===== src/include/lcd_cfg.svh =====
// offsets, field positions, reset values and timing counts of the lcd control block
`ifndef LCD_CFG_SVH
`define LCD_CFG_SVH

// register bus widths
`define LCD_ADDR_W 16
`define LCD_DATA_W 8

// register byte addresses
`define LCD_CTRL_ADDR     16'h2400
`define LCD_BLINK23_ADDR  16'h2401
`define LCD_BLINK22_ADDR  16'h2402
`define LCD_PINMAP_ADDR   16'h2405
`define LCD_CONTRAST_ADDR 16'h240d

// field positions
`define BATTERY_SUPPLY_SELECT_BIT      7
`define LCD_BLINK_MSB    5
`define LCD_CONTRAST_MSB 4

// reset values
`define LCD_CTRL_RST     8'h00
`define LCD_BLINK_RST    6'h00
`define LCD_PINMAP_RST   8'h00
`define LCD_CONTRAST_RST 5'h00

// core clock and crystal reference
`define LCD_CORE_PERIOD_NS 8
`define LCD_CORE_HZ        (1000000000 / `LCD_CORE_PERIOD_NS)
`define LCD_XTAL_HZ        32768
`define LCD_ACC_W          28
`define LCD_DIV_LOG2_MAX   9

// display geometry and blink pacing
`define LCD_NUM_PINS     8
`define LCD_NUM_COM      6
`define LCD_BLINK_FRAMES 32

`endif


===== src/include/lcd_pkg.sv =====
// types shared by the lcd control block
`include "lcd_cfg.svh"

package lcd_pkg;

    // control register layout, msb first
    typedef struct packed {
        logic       enable;
        logic [2:0] mode;
        logic       all_com;
        logic       rsv;
        logic [1:0] clk_sel;
    } ctrl_t;

    // one register bus request
    typedef struct packed {
        logic [`LCD_ADDR_W-1:0] addr;
        logic [`LCD_DATA_W-1:0] wdata;
        logic                   wr;
        logic                   rd;
    } bus_req_t;

    // blink phase of the selected segments
    typedef enum logic {BLINK_SHOW, BLINK_HIDE} blink_state_t;

endpackage


===== src/core/lcd_frame_divider.sv =====
// lcd clock divider: crystal rate from core clock, then 2^9..2^6 division
`timescale 1ns/1ps
`default_nettype none
`include "lcd_cfg.svh"

module lcd_frame_divider
    import lcd_pkg::*;
#(
    parameter int CORE_HZ = `LCD_CORE_HZ
) (
    input  wire logic       clk_in,
    input  wire logic       rstn_in,
    input  wire logic       ce_in,
    input  wire logic [1:0] clk_sel_in,
    output var  logic       tick_out
);

    // core rate must stay above the crystal rate for one tick per period
    localparam logic [`LCD_ACC_W-1:0] CORE_STEP = `LCD_ACC_W'(CORE_HZ);
    localparam logic [`LCD_ACC_W-1:0] XTAL_HZ = `LCD_ACC_W'(`LCD_XTAL_HZ);
    localparam int DW = `LCD_DIV_LOG2_MAX;

    logic [`LCD_ACC_W-1:0] acc_reg;
    logic [`LCD_ACC_W-1:0] acc_sum;
    logic                  xtal_tick;
    logic [DW-1:0]         div_reg;
    logic [DW-1:0]         div_mask;
    logic                  frame_hit;

    // phase accumulator makes one crystal-rate tick per 32768 Hz period
    assign acc_sum   = acc_reg + XTAL_HZ;
    assign xtal_tick = (acc_sum >= CORE_STEP);
    // code 00 keeps 9 bits (2^9), code 11 keeps 6 bits (2^6)
    assign div_mask  = {DW{1'b1}} >> clk_sel_in;
    assign frame_hit = xtal_tick && ((div_reg & div_mask) == div_mask);

    // crystal accumulator
    always_ff @(posedge clk_in) begin
        if (!rstn_in) begin
            acc_reg <= '0;
        end else if (ce_in) begin
            acc_reg <= xtal_tick ? acc_sum - CORE_STEP : acc_sum;
        end
    end

    // binary divider of the crystal ticks
    always_ff @(posedge clk_in) begin
        if (!rstn_in) begin
            div_reg <= '0;
        end else if (ce_in && xtal_tick) begin
            div_reg <= div_reg + 1'b1;
        end
    end

    // registered lcd clock pulse
    always_ff @(posedge clk_in) begin
        if (!rstn_in) begin
            tick_out <= 1'b0;
        end else if (ce_in) begin
            tick_out <= frame_hit;
        end
    end
endmodule
`default_nettype wire


===== src/core/segment_lcd_control.sv =====
// control and configuration of the multiplexed segment lcd driver
//
// The implementer's own choice: strobed register access.
`timescale 1ns/1ps
`default_nettype none
`include "lcd_cfg.svh"

module segment_lcd_control
    import lcd_pkg::*;
#(
    parameter int         CORE_HZ      = `LCD_CORE_HZ,
    parameter int         NUM_PINS     = `LCD_NUM_PINS,
    parameter int         NUM_COM      = `LCD_NUM_COM,
    parameter int         BLINK_FRAMES = `LCD_BLINK_FRAMES,
    parameter logic [7:0] INPUT_ONLY   = 8'he0
) (
    input  wire logic                  CORE_CLK_IN,
    input  wire logic                  RSTN_IN,
    input  wire logic                  CE_IN,
    input  wire bus_req_t              BUS_REQ_IN,
    output var  logic [7:0]            RDATA_OUT,
    output var  logic                  FRAME_TICK_OUT,
    output var  logic [2:0]            COM_INDEX_OUT,
    output var  logic                  BIAS_GROUND_OUT,
    output var  logic [NUM_PINS-1:0]   PIN_LCD_EN_OUT,
    output var  logic [NUM_PINS-1:0]   PIN_AS_COM_OUT,
    output var  logic [NUM_PINS-1:0]   PIN_GROUND_OUT,
    output var  logic [NUM_PINS-1:0]   PIN_PULLUP_OUT,
    output var  logic                  BAT_SUPPLY_OUT,
    output var  logic [4:0]            CONTRAST_OUT,
    output var  logic [2:0]            MODE_OUT,
    output var  logic                  BLANK23_OUT,
    output var  logic                  BLANK22_OUT
);

    localparam logic [2:0] LAST_COM   = 3'(NUM_COM - 1);
    localparam logic [7:0] LAST_FRAME = 8'(BLINK_FRAMES - 1);

    // register state
    ctrl_t        ctrl_reg;
    logic [5:0]   blink23_reg;
    logic [5:0]   blink22_reg;
    logic         bat_reg;
    logic [7:0]   pinmap_reg;
    logic [4:0]   contrast_reg;

    // sequencing state
    logic         lcd_tick;
    logic [2:0]   com_reg;
    logic [7:0]   frame_cnt_reg;
    blink_state_t blink_reg;
    logic         frame_end;

    // bus decode
    logic         wr_ctrl;
    logic         wr_b23;
    logic         wr_b22;
    logic         wr_map;
    logic         wr_con;
    logic [7:0]   rdata_next;

    assign wr_ctrl = BUS_REQ_IN.wr && (BUS_REQ_IN.addr == `LCD_CTRL_ADDR);
    assign wr_b23  = BUS_REQ_IN.wr && (BUS_REQ_IN.addr == `LCD_BLINK23_ADDR);
    assign wr_b22  = BUS_REQ_IN.wr && (BUS_REQ_IN.addr == `LCD_BLINK22_ADDR);
    assign wr_map  = BUS_REQ_IN.wr && (BUS_REQ_IN.addr == `LCD_PINMAP_ADDR);
    assign wr_con  = BUS_REQ_IN.wr && (BUS_REQ_IN.addr == `LCD_CONTRAST_ADDR);

    // control register, reserved bit kept zero
    always_ff @(posedge CORE_CLK_IN) begin
        if (!RSTN_IN) begin
            ctrl_reg <= ctrl_t'(`LCD_CTRL_RST);
        end else if (CE_IN && wr_ctrl) begin
            ctrl_reg     <= ctrl_t'(BUS_REQ_IN.wdata);
            ctrl_reg.rsv <= 1'b0;
        end
    end

    // blink masks and battery select
    always_ff @(posedge CORE_CLK_IN) begin
        if (!RSTN_IN) begin
            blink23_reg <= `LCD_BLINK_RST;
            blink22_reg <= `LCD_BLINK_RST;
            bat_reg     <= 1'b0;
        end else if (CE_IN) begin
            if (wr_b23) begin
                blink23_reg <= BUS_REQ_IN.wdata[`LCD_BLINK_MSB:0];
            end
            if (wr_b22) begin
                blink22_reg <= BUS_REQ_IN.wdata[`LCD_BLINK_MSB:0];
                bat_reg     <= BUS_REQ_IN.wdata[`BATTERY_SUPPLY_SELECT_BIT];
            end
        end
    end

    // pin map and contrast code
    always_ff @(posedge CORE_CLK_IN) begin
        if (!RSTN_IN) begin
            pinmap_reg   <= `LCD_PINMAP_RST;
            contrast_reg <= `LCD_CONTRAST_RST;
        end else if (CE_IN) begin
            if (wr_map) begin
                pinmap_reg <= BUS_REQ_IN.wdata;
            end
            if (wr_con) begin
                contrast_reg <= BUS_REQ_IN.wdata[`LCD_CONTRAST_MSB:0];
            end
        end
    end

    // read mux, unmapped and reserved bits read zero
    always_comb begin
        rdata_next = 8'h00;
        if (BUS_REQ_IN.rd) begin
            case (BUS_REQ_IN.addr)
                `LCD_CTRL_ADDR:     rdata_next = ctrl_reg;
                `LCD_BLINK23_ADDR:  rdata_next = {2'h0, blink23_reg};
                `LCD_BLINK22_ADDR:  rdata_next = {bat_reg, 1'b0, blink22_reg};
                `LCD_PINMAP_ADDR:   rdata_next = pinmap_reg;
                `LCD_CONTRAST_ADDR: rdata_next = {3'h0, contrast_reg};
                default:            rdata_next = 8'h00;
            endcase
        end
    end

    // read data valid the cycle after the strobe only
    always_ff @(posedge CORE_CLK_IN) begin
        if (!RSTN_IN) begin
            RDATA_OUT <= 8'h00;
        end else if (CE_IN) begin
            RDATA_OUT <= rdata_next;
        end
    end

    // lcd clock from the crystal divider
    lcd_frame_divider #(.CORE_HZ(CORE_HZ)) u_div (
        .clk_in     (CORE_CLK_IN),
        .rstn_in    (RSTN_IN),
        .ce_in      (CE_IN),
        .clk_sel_in (ctrl_reg.clk_sel),
        .tick_out   (lcd_tick)
    );

    assign frame_end = lcd_tick && (com_reg == LAST_COM);

    // common phase walks 0..NUM_COM-1 per lcd clock, parked when off
    always_ff @(posedge CORE_CLK_IN) begin
        if (!RSTN_IN) begin
            com_reg <= 3'h0;
        end else if (CE_IN) begin
            if (!ctrl_reg.enable) begin
                com_reg <= 3'h0;
            end else if (lcd_tick) begin
                com_reg <= (com_reg == LAST_COM) ? 3'h0 : com_reg + 3'h1;
            end
        end
    end

    // blink state toggles every BLINK_FRAMES whole frames
    always_ff @(posedge CORE_CLK_IN) begin
        if (!RSTN_IN) begin
            frame_cnt_reg <= 8'h00;
            blink_reg     <= BLINK_SHOW;
        end else if (CE_IN) begin
            if (!ctrl_reg.enable) begin
                frame_cnt_reg <= 8'h00;
                blink_reg     <= BLINK_SHOW;
            end else if (frame_end) begin
                if (frame_cnt_reg == LAST_FRAME) begin
                    frame_cnt_reg <= 8'h00;
                    case (blink_reg)
                        BLINK_SHOW: blink_reg <= BLINK_HIDE;
                        BLINK_HIDE: blink_reg <= BLINK_SHOW;
                        default:    blink_reg <= BLINK_SHOW;
                    endcase
                end else begin
                    frame_cnt_reg <= frame_cnt_reg + 8'h01;
                end
            end
        end
    end

    // per-pin drive roles
    generate
        for (genvar p = 0; p < NUM_PINS; p++) begin : g_pin
            always_ff @(posedge CORE_CLK_IN) begin
                if (!RSTN_IN) begin
                    PIN_LCD_EN_OUT[p] <= 1'b0;
                    PIN_AS_COM_OUT[p] <= 1'b0;
                    PIN_GROUND_OUT[p] <= 1'b0;
                    PIN_PULLUP_OUT[p] <= 1'b0;
                end else if (CE_IN) begin
                    PIN_LCD_EN_OUT[p] <= pinmap_reg[p];
                    PIN_AS_COM_OUT[p] <= pinmap_reg[p] && ctrl_reg.all_com;
                    PIN_GROUND_OUT[p] <= pinmap_reg[p] && !ctrl_reg.enable;
                    PIN_PULLUP_OUT[p] <= !pinmap_reg[p] && INPUT_ONLY[p];
                end
            end
        end
    endgenerate

    // supply, contrast, bias and timing outputs
    always_ff @(posedge CORE_CLK_IN) begin
        if (!RSTN_IN) begin
            BIAS_GROUND_OUT <= 1'b0;
            BAT_SUPPLY_OUT  <= 1'b0;
            CONTRAST_OUT    <= 5'h00;
            MODE_OUT        <= 3'h0;
            FRAME_TICK_OUT  <= 1'b0;
            COM_INDEX_OUT   <= 3'h0;
        end else if (CE_IN) begin
            BIAS_GROUND_OUT <= !ctrl_reg.enable;
            BAT_SUPPLY_OUT  <= bat_reg;
            CONTRAST_OUT    <= contrast_reg;
            MODE_OUT        <= ctrl_reg.mode;
            FRAME_TICK_OUT  <= lcd_tick && ctrl_reg.enable;
            COM_INDEX_OUT   <= com_reg;
        end
    end

    // blanking of pins 23 and 22 in the hidden blink phase
    always_ff @(posedge CORE_CLK_IN) begin
        if (!RSTN_IN) begin
            BLANK23_OUT <= 1'b0;
            BLANK22_OUT <= 1'b0;
        end else if (CE_IN) begin
            BLANK23_OUT <= (blink_reg == BLINK_HIDE) && blink23_reg[com_reg];
            BLANK22_OUT <= (blink_reg == BLINK_HIDE) && blink22_reg[com_reg];
        end
    end
endmodule
`default_nettype wire


===== config.mk =====
export PLATFORM = sky130hd
export DESIGN_NAME = segment_lcd_control
export DESIGN_NICKNAME = d
export VERILOG_FILES = /design/src/include/lcd_pkg.sv /design/src/core/lcd_frame_divider.sv /design/src/core/segment_lcd_control.sv
export VERILOG_INCLUDE_DIRS = /design/src /design/src/include
export SDC_FILE = /design/constraint.sdc
export NUM_CORES = 1
export LEC_CHECK = 0
export BUFFER_PORTS_ARGS = -buffer_cell sky130_fd_sc_hd__buf_2
export CORE_AREA = 3 3 171 173
export DETAILED_ROUTE_END_ITERATION = 12
export DIE_AREA = 0 0 174 176
export GPL_TIMING_DRIVEN = 1
export HOLD_SLACK_MARGIN = 0.08
export PLACE_DENSITY = 0.44
export SYNTH_ARGS = -nofsm -noshare
export SYNTH_HDL_FRONTEND = slang
export SYNTH_SLANG_ARGS = --single-unit

===== constraint.sdc =====
create_clock -name CORE_CLK_IN -period 6.4 [get_ports CORE_CLK_IN]
set_input_delay 0.96 -clock CORE_CLK_IN [delete_from_list [all_inputs] [get_ports CORE_CLK_IN]]
set_output_delay 0.96 -clock CORE_CLK_IN [all_outputs]
set_load 0.05 [all_outputs]

==> out/metrics.cfg <==
[clock_network]
clock_path_buffers=2
cts-resized-gates=0
path_clk_slew_ps=60
root_buffer=clkbuf_16
cts.sinks=128
clk-insertion-delay-late_ps=430
post_cts_buffers=0
hold_buffers=0
cts_buffers=17
h-tree-depth=4
cts_tree=built

[routing]
drt_iter0_drc=257
drtPass1Iterations=4
wire_per_inst_um=15.93
vias=5358
routed_wl_mm=18.75
drcViolationCount=0
post_drt_via_cell_ratio=4.552
ant_nets=0

[sta]
skew_ps=10.75
period_share_pct=50.37
whs_ps=474.7
slew_viol_final=0
worstMarginPinSlew_ps=1073
finalCriticalPeriod_ps=3223
finalSetupTns_ps=0
max_slew_margin_pct=27.88
setup_viol=0
hold_viol_final=0
rsz0062_at_grt=no
fmaxAchievable_mhz=310.2

[floorplan]
num_rows=61
die_area_mm2=0.03062
die_h_um=176
die_w_um=174
ios=85
start_util_pct=24.07
core_area_mm2=0.02778

[finish]
largest_reg_flops=22
nNetsFinal=822
stdcell_count=1177
area_delta_synth_final_pct=18.67
diodes=0
drive_gt1_share_pct=19.52

[critical_path]
end_kind=flip-flop
startpoint_type=flip-flop
crit_fanout=12
crit_type=reg -> reg
r2r_cells=9
cp.arrival_ps=3540
reg2reg_to=u_div.acc_reg[10]$_SDFFE_PN0P_
r2r_slack_ps=3180
rr_startpoint=u_div.acc_reg[15]$_SDFFE_PN0P_
required_ps=6720

[global_route]
overflow=0
grt_max_degree=86
first_global_vias=5200
grt_pass1_wl_mm=30.08
antenna_found_initial=0
grt_usage_pct=12.43

[min_path]
whs_endpoint=BIAS_GROUND_OUT$_SDFFE_PN0P_
hold_class=reg -> reg
worstHoldPathCells=1
holdCritStartpoint=BIAS_GROUND_OUT$_SDFFE_PN0P_

[place]
dp_cells=1145
dp_hpwl_mm=12.78
io_buffers=79
finalWeightedCongestion=0.8013

[synth]
synth_top_area_share_pct=38.32
ys_top_cells_by_area=dfxtp_1, mux2i_1, nor2b_1
netlist.top_cell.by_area=dfxtp_1
syn_inst=731
ys_seq_area_share_pct=38.32
synth_edf_count=0
ys.flop_type=dfxtp_1
synth_warnings=0
syn_area_per_cell_um2=9.149
syn-cell-area_mm2=0.006688
synth.distinct_cells=90
synthArstFlopShare_pct=0
ys_ff_latch=128

[power_and_ir_drop]
combinationalPowerShare_pct=4.5
seqPwrFrac_pct=41.7
sw_frac_of_total_pct=24.43
peakVddDrop_mv=0.1312
p_total_mw=1.931
p_int_mw=1.459
p_leak_nw=2.986
power_frac_clock_pct=53.8
p_switching_mw=0.4717
powerDensity_mw_per_mm2=243.3

[outcome]
status=complete, no violations

[run]
drv_cap=0

==> metrics by stage <==
step	setup slack, ps	instance area [um^2]	utilization (%)
floorplan	3515	6703	-
global placement	2997	7317	26.34
detailed placement	3008	7317	26.34
CTS	3152	7936	28.57
global route	2835	7936	28.57
finish	3177	7936	28.57
==> cell usage after synthesis, drive strengths merged (3+ instances only) <==
library cell,number
dfxtp,128
nand2,68
nor2b,65
mux2i,60
nor2,40
and2,31
nand3,30
buf,25
clkbuf,25
a21oi,23
xnor2,23
a21boi,22
inv,17
o21ai,17
nor3,16
o2bb2ai,14
nor4,11
and3,10
nand4,10
xor2,8
ha,7
a221oi,6
a21o,4
nand2b,4
o22ai,4
a31oi,3
and4,3
o211a,3
o211ai,3
or3,3
or4,3
==> placed cells by master, fill, tap and decap left out, types with 11 or more instances in the layout <==
cell and instances:
a21oi_1 22, o2bb2ai_1 14, a21boi_0 22, o21ai_0 14, nor2_1 39, clkbuf_16 17, mux2i_1 60, and2_1 30
buf_2 78, nor3_1 11, nor2b_1 65, nand3_1 28, xnor2_1 23, dfxtp_1 128, nand2_1 68, inv_1 15
==> critical path, stage by stage, from the launching register on <==
cell,delay (ps)
dfxtp_1,610
ha_1,490
inv_2,140
nor3_4,300
nor2_1,140
o311ai_4,350
nand4_2,350
or3_1,460
xnor2_1,130
and2_1,150
==> cell type report <==
| type | count | area, um^2 |
|---|---|---|
| fill | 3025 | 19850 |
| multi-input combinational | 539 | 3790 |
| sequential | 128 | 2562 |
| tap | 378 | 473.0 |
| clock buffer | 18 | 439.2 |
| timing repair buffer | 83 | 427.9 |
| clock inverter | 14 | 180.2 |
| inverter | 17 | 63.81 |
==> worst max-delay path by stage <==
stage	startpoint	endpoint	slack [ps]	cells past startpoint
floorplan	BUS_REQ_IN[15]	contrast_reg[0]$_SDFFE_PN0P_	3520	8
global placement	CE_IN	frame_cnt_reg[7]$_SDFFE_PN0P_	3000	9
detailed placement	BUS_REQ_IN[15]	RDATA_OUT[2]$_SDFFE_PN0P_	3010	9
CTS	u_div.acc_reg[15]$_SDFFE_PN0P_	u_div.acc_reg[10]$_SDFFE_PN0P_	3150	9
global route	u_div.acc_reg[15]$_SDFFE_PN0P_	u_div.acc_reg[26]$_SDFFE_PN0P_	2840	9
finish	u_div.acc_reg[15]$_SDFFE_PN0P_	u_div.acc_reg[10]$_SDFFE_PN0P_	3180	9
==> cell families after synthesis <==
logic type,after synthesis,share of synthesized area (%)
AOI/OAI and AO/OA,127,14.99
xor gates and xnor gates,31,4.060
adders and majority gates,7,1.310
buffers and inverters,68,5.238
DFF,128,38.32
muxes,64,9.991
other,1,0.05607
and+or+nand+nor,305,26.04
==> layer usage <==
| layer | part of all wire [%] | up-vias | wire length [um] | global-route usage (%) |
|---|---|---|---|---|
| met5 | 0 | - | 0 | 0 |
| met4 | 0.91 | 0 | 170 | 3.452 |
| met3 | 4.7 | 14 | 888 | 2.839 |
| met2 | 47 | 129 | 8815 | 19.97 |
| met1 | 47 | 2525 | 8873 | 16.81 |
| li1 | - | 2690 | - | - |
==> power by group through the flow <==
stage	logic, mW	clock network [mW]	registers (mW)
floorplan	0.0594	0	0.827
global placement	0.0886	0	0.823
detailed placement	0.0885	0	0.823
CTS	0.0885	1.07	0.805
global route	0.0951	1.10	0.806
finish	0.0871	1.04	0.806
No activity file was read; power rests on OpenSTA's default activity.
